===== config.mk =====
export PLATFORM = sky130hd
export DESIGN_NAME = rtc_register_interface
export DESIGN_NICKNAME = d
export VERILOG_FILES = /design/src/logic/rtc_pkg.sv /design/src/logic/rtc_register_interface.sv
export SDC_FILE = /design/constraint.sdc
export NUM_CORES = 1
export LEC_CHECK = 0
export BUFFER_PORTS_ARGS = -buffer_cell sky130_fd_sc_hd__buf_4
export CORE_AREA = 2 2 189 191
export CTS_BUF_LIST = sky130_fd_sc_hd__clkbuf_4 sky130_fd_sc_hd__clkbuf_8
export CTS_CLUSTER_DIAMETER = 40
export DETAILED_ROUTE_END_ITERATION = 8
export DIE_AREA = 0 0 191 193
export PLACE_DENSITY = 0.65
export REMOVE_ABC_BUFFERS = 1
export SYNTH_ARGS = -nofsm -noshare
export SYNTH_HDL_FRONTEND = slang
export SYNTH_SLANG_ARGS = --single-unit

===== constraint.sdc =====
create_clock -name clock -period 6.1 [get_ports clock]
set_clock_uncertainty 0.05 [all_clocks]
set_input_delay 0.305 -clock clock [delete_from_list [all_inputs] [get_ports clock]]
set_output_delay 0.305 -clock clock [all_outputs]
set_load 0.02 [all_outputs]

===== src/logic/rtc_pkg.sv =====
package rtc_pkg;

    // ----------------------------------------------------------------
    // Register indices; the bus byte address is four times the index.
    // ----------------------------------------------------------------
    localparam logic [4:0] RTC_IDX_CTRL = 5'h00;
    localparam logic [4:0] RTC_IDX_STATUS = 5'h01;
    localparam logic [4:0] RTC_IDX_INTEN = 5'h02;
    localparam logic [4:0] RTC_IDX_FLAGS = 5'h03;
    localparam logic [4:0] RTC_IDX_TEMP = 5'h04;
    localparam logic [4:0] RTC_IDX_HALT = 5'h05;
    localparam logic [4:0] RTC_IDX_CRYSTAL_CORRECTION = 5'h06;
    localparam logic [4:0] RTC_IDX_SOURCE_SELECT = 5'h07;
    localparam logic [4:0] RTC_IDX_CNT_LO = 5'h08;
    localparam logic [4:0] RTC_IDX_CNT_HI = 5'h09;
    localparam logic [4:0] RTC_IDX_PER_LO = 5'h0a;
    localparam logic [4:0] RTC_IDX_PER_HI = 5'h0b;
    localparam logic [4:0] RTC_IDX_CMP_LO = 5'h0c;
    localparam logic [4:0] RTC_IDX_CMP_HI = 5'h0d;
    localparam logic [4:0] RTC_IDX_PIT_CTRL = 5'h10;
    localparam logic [4:0] RTC_IDX_PIT_STATUS = 5'h11;
    localparam logic [4:0] RTC_IDX_PIT_INTEN = 5'h12;
    localparam logic [4:0] RTC_IDX_PIT_FLAG = 5'h13;
    localparam logic [4:0] RTC_IDX_PIT_HALT = 5'h15;

    // ----------------------------------------------------------------
    // Field positions, masks and reset values.
    // ----------------------------------------------------------------
    localparam int RTC_SYNC_CTRL = 0;
    localparam int RTC_SYNC_CNT = 1;
    localparam int RTC_SYNC_PER = 2;
    localparam int RTC_SYNC_CMP = 3;
    localparam int RTC_FLAG_WRAP = 0;
    localparam int RTC_FLAG_MATCH = 1;
    localparam logic [7:0] RTC_CTRL_WMASK = 8'hfd;
    localparam logic [7:0] RTC_PIT_CTRL_WMASK = 8'h79;
    localparam logic [7:0] RTC_CTRL_RST = 8'h00;
    localparam logic [15:0] RTC_CNT_RST = 16'h0000;
    localparam logic [15:0] RTC_PER_RST = 16'hffff;
    localparam logic [15:0] RTC_CMP_RST = 16'h0000;

    // ----------------------------------------------------------------
    // Timing.
    // ----------------------------------------------------------------
    localparam int RTC_SYS_CLK_HZ = 10000000;
    localparam int RTC_CLK_HZ = 32768;
    localparam int RTC_TICK_CYCLES = RTC_SYS_CLK_HZ / RTC_CLK_HZ;
    localparam logic [1:0] RTC_SYNC_TICKS = 2'h2;
    localparam logic [19:0] RTC_PPM_INTERVAL = 20'hf4240;

    // ----------------------------------------------------------------
    // Types.
    // ----------------------------------------------------------------
    typedef struct packed {
        logic keep_running_in_sleep;
        logic [3:0] prescale;
        logic freq_fix_enable;
        logic spare;
        logic counter_enable;
    } rtc_ctrl_type;

    typedef struct packed {
        logic sign;
        logic [6:0] error;
    } rtc_crystal_correction_type;

    typedef struct packed {
        logic ack;
        logic [7:0] rdata;
        rtc_ctrl_type ctrl;
        rtc_ctrl_type ctrl_eff;
        logic [1:0] inten;
        logic [1:0] flags;
        logic [7:0] temp;
        logic run_while_halted;
        rtc_crystal_correction_type crystal_correction;
        logic [1:0] source_select;
        logic [15:0] cnt;
        logic [15:0] cnt_wr;
        logic [15:0] per_wr;
        logic [15:0] per_eff;
        logic [15:0] cmp_wr;
        logic [15:0] cmp_eff;
        logic [3:0][1:0] sync_cnt;
        logic [7:0] pit_ctrl;
        logic pit_inten;
        logic pit_flag;
        logic pit_run_while_halted;
        logic [15:0] div_cnt;
        logic [14:0] pre;
        logic [19:0] acc;
        logic wrap_pulse;
        logic match_pulse;
    } rtc_state_type;

endpackage


===== src/logic/rtc_register_interface.sv =====
`timescale 1ns/1ps
module rtc_register_interface #(
    parameter int RTC_DIV = rtc_pkg::RTC_TICK_CYCLES
) (
    input wire logic clock, // System clock, 10 MHz.
    input wire logic resetn, // Asynchronous reset, active low.
    input wire logic [6:0] address, // Avalon byte address.
    input wire logic read, // Avalon read request.
    input wire logic write, // Avalon write request.
    input wire logic [3:0] byteenable, // Avalon byte enables.
    input wire logic [31:0] writedata, // Avalon write data.
    output logic [31:0] readdata, // Avalon read data.
    output logic waitrequest, // Avalon wait request.
    input wire logic standby_sleep, // Device is in standby sleep.
    input wire logic cpu_halted, // CPU is halted by the debugger.
    output logic irq, // Counter interrupt request.
    output logic wrap_event, // One-cycle pulse on wrap.
    output logic compare_match // One-cycle pulse on compare match.
);
    import rtc_pkg::*;

    // ----------------------------------------------------------------
    // Helpers.
    // ----------------------------------------------------------------
    function automatic rtc_state_type reset_state();
        rtc_state_type st;
        st = '0;
        st.ctrl = rtc_ctrl_type'(RTC_CTRL_RST);
        st.ctrl_eff = rtc_ctrl_type'(RTC_CTRL_RST);
        st.cnt = RTC_CNT_RST;
        st.cnt_wr = RTC_CNT_RST;
        st.per_wr = RTC_PER_RST;
        st.per_eff = RTC_PER_RST;
        st.cmp_wr = RTC_CMP_RST;
        st.cmp_eff = RTC_CMP_RST;
        return st;
    endfunction

    localparam rtc_state_type RTC_STATE_RST = reset_state();
    localparam logic [15:0] DIV_LAST = 16'(RTC_DIV - 1);

    // The prescaler hits once all bits below the chosen power are ones.
    function automatic logic prescale_hit(input logic [14:0] pre, input logic [3:0] code);
        logic [14:0] mask;
        mask = 15'((16'h0001 << code) - 16'h0001);
        return (pre & mask) == mask;
    endfunction

    function automatic logic [7:0] read_reg(input rtc_state_type st, input logic [4:0] idx);
        logic [7:0] v;
        v = 8'h00;
        case (idx)
            RTC_IDX_CTRL: v = st.ctrl;
            RTC_IDX_STATUS: begin
                for (int i = 0; i < 4; i++) begin
                    v[i] = st.sync_cnt[i] != 2'h0;
                end
            end
            RTC_IDX_INTEN: v = {6'h00, st.inten};
            RTC_IDX_FLAGS: v = {6'h00, st.flags};
            RTC_IDX_TEMP: v = st.temp;
            RTC_IDX_HALT: v = {7'h00, st.run_while_halted};
            RTC_IDX_CRYSTAL_CORRECTION: v = st.crystal_correction;
            RTC_IDX_SOURCE_SELECT: v = {6'h00, st.source_select};
            RTC_IDX_CNT_LO: v = st.cnt[7:0];
            RTC_IDX_CNT_HI: v = st.temp;
            RTC_IDX_PER_LO: v = st.per_wr[7:0];
            RTC_IDX_PER_HI: v = st.temp;
            RTC_IDX_CMP_LO: v = st.cmp_wr[7:0];
            RTC_IDX_CMP_HI: v = st.temp;
            RTC_IDX_PIT_CTRL: v = st.pit_ctrl;
            RTC_IDX_PIT_STATUS: v = 8'h00;
            RTC_IDX_PIT_INTEN: v = {7'h00, st.pit_inten};
            RTC_IDX_PIT_FLAG: v = {7'h00, st.pit_flag};
            RTC_IDX_PIT_HALT: v = {7'h00, st.pit_run_while_halted};
            default: v = 8'h00;
        endcase
        return v;
    endfunction

    // ----------------------------------------------------------------
    // Reset release.
    // ----------------------------------------------------------------
    logic [1:0] rst_sync_q;
    logic rst_n;

    always_ff @(posedge clock or negedge resetn) begin
        if (!resetn) begin
            rst_sync_q <= 2'h0;
        end else begin
            rst_sync_q <= {rst_sync_q[0], 1'b1};
        end
    end

    assign rst_n = rst_sync_q[1];

    // ----------------------------------------------------------------
    // Next state.
    // ----------------------------------------------------------------
    rtc_state_type state_q;
    rtc_state_type state_d;
    logic rtc_tick;
    logic run;
    logic corr;
    logic hit;
    logic [20:0] acc_sum;
    logic [3:0] apply;
    logic [1:0] flag_set;
    logic [1:0] flag_clr;
    logic [15:0] cnt_next;
    logic [4:0] idx;
    logic req;
    logic commit_wr;
    logic [7:0] wbyte;

    assign idx = address[6:2];
    assign req = read | write;
    assign waitrequest = req & ~state_q.ack;
    assign readdata = {24'h000000, state_q.rdata};
    assign irq = |(state_q.flags & state_q.inten);
    assign wrap_event = state_q.wrap_pulse;
    assign compare_match = state_q.match_pulse;

    always_comb begin
        state_d = state_q;
        state_d.wrap_pulse = 1'b0;
        state_d.match_pulse = 1'b0;
        apply = 4'h0;
        flag_set = 2'h0;
        flag_clr = 2'h0;
        corr = 1'b0;
        hit = 1'b0;
        acc_sum = {1'b0, state_q.acc} + {14'h0000, state_q.crystal_correction.error};
        cnt_next = state_q.cnt;
        wbyte = writedata[7:0];
        commit_wr = write & state_q.ack & byteenable[0];

        // RTC tick divider; every counter-side action except the prescaler and accumulator clear while disabled waits for this pulse.
        rtc_tick = state_q.div_cnt == DIV_LAST;
        state_d.div_cnt = rtc_tick ? 16'h0000 : state_q.div_cnt + 16'h0001;

        // Written values walk two RTC ticks before reaching the counter.
        for (int i = 0; i < 4; i++) begin
            if (rtc_tick && state_q.sync_cnt[i] != 2'h0) begin
                state_d.sync_cnt[i] = state_q.sync_cnt[i] - 2'h1;
                apply[i] = state_q.sync_cnt[i] == 2'h1;
            end
        end
        if (apply[RTC_SYNC_CTRL]) begin
            state_d.ctrl_eff = state_q.ctrl;
        end
        if (apply[RTC_SYNC_PER]) begin
            state_d.per_eff = state_q.per_wr;
        end
        if (apply[RTC_SYNC_CMP]) begin
            state_d.cmp_eff = state_q.cmp_wr;
        end

        run = state_q.ctrl_eff.counter_enable
            & (~standby_sleep | state_q.ctrl_eff.keep_running_in_sleep)
            & (~cpu_halted | state_q.run_while_halted);

        // ------------------------------------------------------------
        // Prescaler with crystal correction.
        // ------------------------------------------------------------
        // Correction is spread by a PPM accumulator: one extra or missing
        // prescaler step each time the error summed over RTC ticks reaches a million.
        if (rtc_tick && run) begin
            if (state_q.ctrl_eff.freq_fix_enable) begin
                corr = acc_sum >= {1'b0, RTC_PPM_INTERVAL};
                state_d.acc = corr ? 20'(acc_sum - {1'b0, RTC_PPM_INTERVAL}) : acc_sum[19:0];
            end
            if (corr && !state_q.crystal_correction.sign) begin
                hit = 1'b0;
            end else if (corr && state_q.crystal_correction.sign) begin
                state_d.pre = state_q.pre + 15'h0002;
                hit = prescale_hit(state_q.pre, state_q.ctrl_eff.prescale)
                    | prescale_hit(state_q.pre + 15'h0001, state_q.ctrl_eff.prescale);
            end else begin
                state_d.pre = state_q.pre + 15'h0001;
                hit = prescale_hit(state_q.pre, state_q.ctrl_eff.prescale);
            end
        end
        if (!state_q.ctrl_eff.counter_enable) begin
            state_d.pre = 15'h0000;
            state_d.acc = 20'h00000;
        end

        // ------------------------------------------------------------
        // Counter, wrap and compare.
        // ------------------------------------------------------------
        if (apply[RTC_SYNC_CNT]) begin
            state_d.cnt = state_q.cnt_wr;
        end else if (hit) begin
            if (state_q.cnt == state_q.per_eff) begin
                cnt_next = 16'h0000;
                flag_set[RTC_FLAG_WRAP] = 1'b1;
            end else begin
                cnt_next = state_q.cnt + 16'h0001;
            end
            flag_set[RTC_FLAG_MATCH] = cnt_next == state_q.cmp_eff;
            state_d.cnt = cnt_next;
        end
        state_d.wrap_pulse = flag_set[RTC_FLAG_WRAP];
        state_d.match_pulse = flag_set[RTC_FLAG_MATCH];

        // ------------------------------------------------------------
        // Avalon slave: one wait cycle, then the access completes.
        // ------------------------------------------------------------
        if (req && !state_q.ack) begin
            state_d.ack = 1'b1;
            state_d.rdata = read ? read_reg(state_q, idx) : 8'h00;
            // High byte is latched with the low byte so the pair is coherent.
            if (read) begin
                case (idx)
                    RTC_IDX_CNT_LO: state_d.temp = state_q.cnt[15:8];
                    RTC_IDX_PER_LO: state_d.temp = state_q.per_wr[15:8];
                    RTC_IDX_CMP_LO: state_d.temp = state_q.cmp_wr[15:8];
                    default: state_d.temp = state_q.temp;
                endcase
            end
        end else begin
            state_d.ack = 1'b0;
        end

        if (commit_wr) begin
            case (idx)
                RTC_IDX_CTRL: begin
                    state_d.ctrl = rtc_ctrl_type'(wbyte & RTC_CTRL_WMASK);
                    state_d.sync_cnt[RTC_SYNC_CTRL] = RTC_SYNC_TICKS;
                end
                RTC_IDX_INTEN: state_d.inten = wbyte[1:0];
                RTC_IDX_FLAGS: flag_clr = wbyte[1:0];
                RTC_IDX_TEMP: state_d.temp = wbyte;
                RTC_IDX_HALT: state_d.run_while_halted = wbyte[0];
                RTC_IDX_CRYSTAL_CORRECTION: state_d.crystal_correction = rtc_crystal_correction_type'(wbyte);
                RTC_IDX_SOURCE_SELECT: state_d.source_select = wbyte[1:0];
                RTC_IDX_CNT_LO, RTC_IDX_PER_LO, RTC_IDX_CMP_LO: begin
                    state_d.temp = wbyte;
                end
                RTC_IDX_CNT_HI: begin
                    state_d.cnt_wr = {wbyte, state_q.temp};
                    state_d.sync_cnt[RTC_SYNC_CNT] = RTC_SYNC_TICKS;
                end
                RTC_IDX_PER_HI: begin
                    state_d.per_wr = {wbyte, state_q.temp};
                    state_d.sync_cnt[RTC_SYNC_PER] = RTC_SYNC_TICKS;
                end
                RTC_IDX_CMP_HI: begin
                    state_d.cmp_wr = {wbyte, state_q.temp};
                    state_d.sync_cnt[RTC_SYNC_CMP] = RTC_SYNC_TICKS;
                end
                RTC_IDX_PIT_CTRL: state_d.pit_ctrl = wbyte & RTC_PIT_CTRL_WMASK;
                RTC_IDX_PIT_INTEN: state_d.pit_inten = wbyte[0];
                RTC_IDX_PIT_FLAG: state_d.pit_flag = state_q.pit_flag & ~wbyte[0];
                RTC_IDX_PIT_HALT: state_d.pit_run_while_halted = wbyte[0];
                default: state_d.temp = state_d.temp;
            endcase
        end

        // A hardware event in the same cycle as a clear keeps the flag set.
        state_d.flags = (state_q.flags & ~flag_clr) | flag_set;
    end

    always_ff @(posedge clock or negedge rst_n) begin
        if (!rst_n) begin
            state_q <= RTC_STATE_RST;
        end else begin
            state_q <= state_d;
        end
    end

endmodule


# After elaboration in Yosys (flattened, before gate mapping)
# Cells that the tools add are included.
[totals]
reg_bits = 213
inputBits = 49
out_inout_bits = 36
wordCells = 183
[op_classes]
n_addsub = 11
n_lt_le_gt_ge = 1
eq_ne = 29
n_shift = 1
n_mux = 51
n_bitwise = 20
n_reduce_logical = 33
[ops]
columns = ["op", "n"]
rows = [
  ["$mux W16", 6],
  ["$mux W35", 2],
  ["$pmux W4 S15", 1],
  ["$mux W20", 2],
  ["$mux W8", 5],
  ["$mux W19", 2],
  ["$add A16 B1 Y16 const B", 2],
  ["$eq A16 B16 Y1", 2],
  ["$and A15 B15 Y15", 2],
  ["$eq A15 B15 Y1", 2],
  ["$eq A5 B4 Y1 const B", 6],
  ["$mux W15", 2],
  ["$pmux W4 S7", 1],
  ["$reduce_and A2 Y1", 14],
  ["$mux W2", 13],
  ["$pmux W8 S3", 1],
  ["$add A20 B7 Y21", 1],
  ["$ge A21 B20 Y1 const B", 1],
  ["$eq A5 B3 Y1 const B", 4],
  ["$eq A5 B5 Y1 const B", 4],
  ["$sub A20 B20 Y20 const B", 1],
  ["$eq A16 B9 Y1 const B", 1],
  ["$add A15 B1 Y15 const B", 1],
  ["$add A15 B2 Y15 const B", 1],
  ["other kinds (22)", 69],
]

# Longest topological paths before layout
[depth]
word_depth = 16
ltp_mapped = 18
ltp_nobuf = 16

# Worst setup path after synthesis
# OpenSTA, ideal clock, no wires.
[synth_timing]
kind = "reg2reg"
start = "register state_q[170] (netlist name)"
end = "register state_q[164] (netlist name)"
setup_ps = 77
arrival_time_ps = 3455
required_time_ps = 5973
path_slack_ps = 2518
stages_incl_launch_ff = 15
path_buffers = 1
period_less_slack_ps = 3582
cell_sequence = "dfrtp_1 -> ha_1 -> inv_1 -> fa_1 -> nand2b_1 -> a21o_1 -> a21oi_2 -> nand3_1 -> o211a_4 -> nor4_4 -> o21a_2 -> o211ai_4 -> buf_6 -> o41a_1 -> a21oi_1"
[synth_between]
elab_chain_cells = 9
word_cells_on_any_way = 10
cone_classes = "add/sub (1); order compare (1); mux (5); reduce/logical (3)"
[synth_rtl]
columns = ["item", "line_no", "text"]
rows = [
  ["from (decl)", "rtc_register_interface.sv:100", "rtc_state_type state_q;"],
  ["from (signal assigned)", "rtc_register_interface.sv:269", "state_q <= state_d;"],
  ["$add A20 B7 Y21 *", "rtc_register_interface.sv:133", "acc_sum = {1'b0, state_q.acc} + {14'h0000, state_q.crystal_correction.error};"],
  ["$ge A21 B20 Y1 *", "rtc_register_interface.sv:170", "corr = acc_sum >= {1'b0, RTC_PPM_INTERVAL};"],
  ["$mux W1 *", "rtc_register_interface.sv:169", "if (state_q.ctrl_eff.freq_fix_enable) begin"],
  ["$mux W1 *", "rtc_register_interface.sv:168", "if (rtc_tick && run) begin"],
  ["$logic_and A1 B1 Y1", "rtc_register_interface.sv:175", "end else if (corr && state_q.crystal_correction.sign) begin"],
  ["$mux W1", "rtc_register_interface.sv:175", ""],
  ["$mux W1 *", "rtc_register_interface.sv:173", "if (corr && !state_q.crystal_correction.sign) begin"],
  ["$mux W1 *", "rtc_register_interface.sv:168", ""],
  ["$reduce_bool A2 Y1 (no source line) *", "--", ""],
]
# Mark *: on every way between the ends. The rest lies on a longest branch, timed or not. The select of a mux whose other input is x is not followed.
# A chain may end at the register's enable or synchronous reset.

# Worst setup path after layout
[layout_timing]
start = "register state_q[170] (netlist name)"
end = "register state_q[156] (netlist name)"
# Same word-level chain as after synthesis.

==> summary.txt <==
Run status
  – Status: complete, no violations

Placed design
  – Port bufs: 31
  – Placed insts: 1776
  – Post-DP HPWL: 23400 um
  – GPL Wtd Cong: 0.880

STA
  – Final hold vios: 0
  – RSZ-0062 raised after global routing: no
  – Setup Viol. Count Final: 0
  – WHS: 0.0538 ns
  – Period minus WS final: 4.82 ns
  – Fin crit share: 0.790
  – Fin Setup TNS: 0 ns
  – Worst rel slew slack: 0.236
  – Fmax: 208 MHz
  – Worst slew pin tran: 1.14 ns
  – Slew Limit Fails: 0

Global routing
  – Vias in the first global route: 10256
  – First-pass GRT wire length: 55400 um
  – Gr ovfl total: 0
  – Initial antenna violation count: 0
  – Largest net degree at the start of global routing: 74
  – Overall Global Routing Usage: 0.188

Clocking
  – CTS tree: done
  – CTS H-tree lvls: 2
  – CTS root buf: clkbuf_8
  – TritonCTS Sinks: 213
  – CTS Buffer Depth: 3
  – Clock-pin slew on the worst setup and hold paths: 0.06 ns
  – Clock buffer count from CTS: 45
  – Clk_lat worst skew: 0.61 ns
  – Post-CTS sizing: 0

Worst hold path
  – Type of the worst min-delay path: in -> reg

Yosys
  – Cell taking the most area after synthesis: dfrtp_1
  – Top cell type's share of synthesized area: 0.348
  – Primary FF master, synth: dfrtp_1
  – Number of flops mapped to enable cells by yosys: 0
  – Syn Inst Count: 1363
  – Cell area after synthesis: 0.0130 mm^2
  – Synth Warn #: 0
  – Post-synthesis sequential area ratio: 0.413
  – Top post-synthesis cells by area: dfrtp_1 (35%), mux2_2 (11%), dfstp_2 (6.5%)
  – Count of unique library cells instantiated by Yosys: 93
  – FF+latch count, synth: 213
  – Ys async rst share: 1.00
  – Syn avg cell area: 9.55 um^2

Detailed routing
  – Starting DRC count in detailed routing: 818
  – DRT Wirelength: 34300 um
  – Routed len/inst: 18.4 um
  – DRC: 0
  – Drt via density: 5.65
  – Pre-antenna DRT Iters: 5
  – Antenna Nets Post-Route: 0
  – Via Count: 10568

Die
  – Initial Util: 0.372
  – DIE WIDTH: 191 um
  – FP Rows: 69
  – DIE HEIGHT: 193 um
  – # IOs: 85
  – Core Box Area: 0.0350 mm^2
  – Die area: 0.0369 mm^2

Critical path
  – Reg2reg end: state_q[156]$_DFFE_PN0P_
  – Reg2reg start: state_q[170]$_DFFE_PN0P_
  – Worst setup path endpoint: state_q[156]$_DFFE_PN0P_
  – Critical Path Fanout Max: 31
  – Setup CP Type: reg -> reg
  – CP required: 6.53 ns
  – R2R depth: 16
  – Worst setup SP type: flip-flop
  – Worst setup startpoint: state_q[170]$_DFFE_PN0P_
  – Reg2reg setup slack: 1.28 ns
  – Worst Setup End Kind: flip-flop
  – Arrival time of the worst setup path: 5.25 ns

Cells and area
  – Proportion of layout cells with a drive suffix above 1: 0.222
  – Area Growth Syn to Fin: 11.9%
  – Layout Cells excl Fill: 1869
  – Nets: 1444
  – Ant diodes: 0

Pwr
  – VDD IR max: 0.170 mV
  – PD cells: 237 mW/mm^2
  – P_leak: 6.34 nW

Run
  – Number of max-cap violations: 0
## kinds of logic (layout without fill, tap and decap cells)
kind of cell               after synthesis  in the layout  synth area share
and+or+nand+nor                        470            470             0.182
AOI/OAI and AO/OA                      275            275             0.143
DFF                                    213            213             0.413
muxes                                  158            158             0.133
buffers and inverters                  149            171            0.0556
xor gates and xnor gates                72             72            0.0496
adders and majority gates               24             24            0.0237
other                                    2             25          0.000577
## critical path: stages, from the launching register on
cell	delay, ns
dfrtp_1	0.42
ha_1	0.25
inv_1	0.08
fa_1	0.39
nand2b_1	0.19
a21oi_1	0.22
nor2_1	0.09
xnor2_1	0.18
ha_1	0.19
nand4b_1	0.10
nor4_1	0.44
o31a_1	0.30
nor4_4	0.08
o21a_2	0.36
o211ai_4	0.90
nor4_1	0.15
a211o_1	0.31
## per-layer routing
metal	track usage	wire (um)
met4	0.0739	989
met2	0.306	16300
met3	0.0293	1700
met5	0	0
met1	0.252	15400
## Yosys cell counts (11+ instances only)
cell,count
dfrtp_1,181
xor2_1,23
nor4b_1,11
nand2_1,137
and2_1,12
nor2_1,99
o21ai_0,77
nand4_1,26
nor3_1,30
xnor2_1,48
a21oi_1,62
a31oi_1,18
and3_1,16
nand3_1,58
ha_1,23
mux2_2,122
mux2i_1,36
inv_1,36
clkbuf_1,58
buf_4,33
nand2b_1,15
buf_2,13
or3_1,12
dfstp_2,32
nor4_1,12
## per-stage QoR
stage	worst slack (ns)	util	power [mW]	instance area [um^2]
floorplan	-0.269	-	1.64	12500
global placement	1.39	0.384	1.72	13400
detailed placement	1.34	0.384	1.72	13400
CTS	1.30	0.416	3.49	14600
global route	1.04	0.416	3.59	14600
finish	1.28	0.416	3.45	14600
## report_power, final
| part | switching, mW | leakage [nW] | internal [mW] |
|---|---|---|---|
| Clock | 0.703 | 0.540 | 1.04 |
| Combinational | 0.114 | 3.09 | 0.0732 |
| Sequential | 0.0539 | 2.72 | 1.47 |
## layout make-up
type | instances | area [um^2]
clock buffer | 65 | 807
clock inverter | 19 | 238
fill | 3372 | 20400
multi-input combinational | 1024 | 7030
tap | 461 | 577
sequential | 213 | 5370
inverter | 36 | 135
timing repair buffer | 51 | 405
## flip-flops by register name (all words and copies together) (netlist names)
| register | flops |
|---|---|
| compare_match | 1 |
| readdata | 8 |
| rst_sync_q | 2 |
| state_q | 201 |
| wrap_event | 1 |
## how the worst min path moves through the flow
stage,startpoint,end,slack [ns],cells past startpoint
floorplan,resetn,rst_sync_q[0]$_DFF_PN0_,-0.04,0
global placement,resetn,rst_sync_q[0]$_DFF_PN0_,0.04,1
detailed placement,resetn,rst_sync_q[0]$_DFF_PN0_,0.04,1
CTS,writedata[0],state_q[144]$_DFFE_PN0P_,0.02,2
global route,writedata[0],state_q[96]$_DFFE_PN0P_,0.05,2
finish,writedata[0],state_q[144]$_DFFE_PN0P_,0.05,2
## placed cells by master (no fill, tap or decap), drive strengths merged, types with 27 or more instances in the layout
cell type,n
dfrtp,181
mux2i,36
nor2,99
nand2,137
clkbuf,65
xnor2,48
nand4,27
dfstp,32
nor3,31
a21oi,64
inv,38
buf,42
mux2,122
nand3,58
o21ai,79
## what timing repair did
action	CTS	global route
setup endpoints to repair	0	0
endpoints found under the hold margin	38	0
buffers inserted	0	0
hold buffers	9	0
Note: power is estimated with default switching activity, not from simulation.
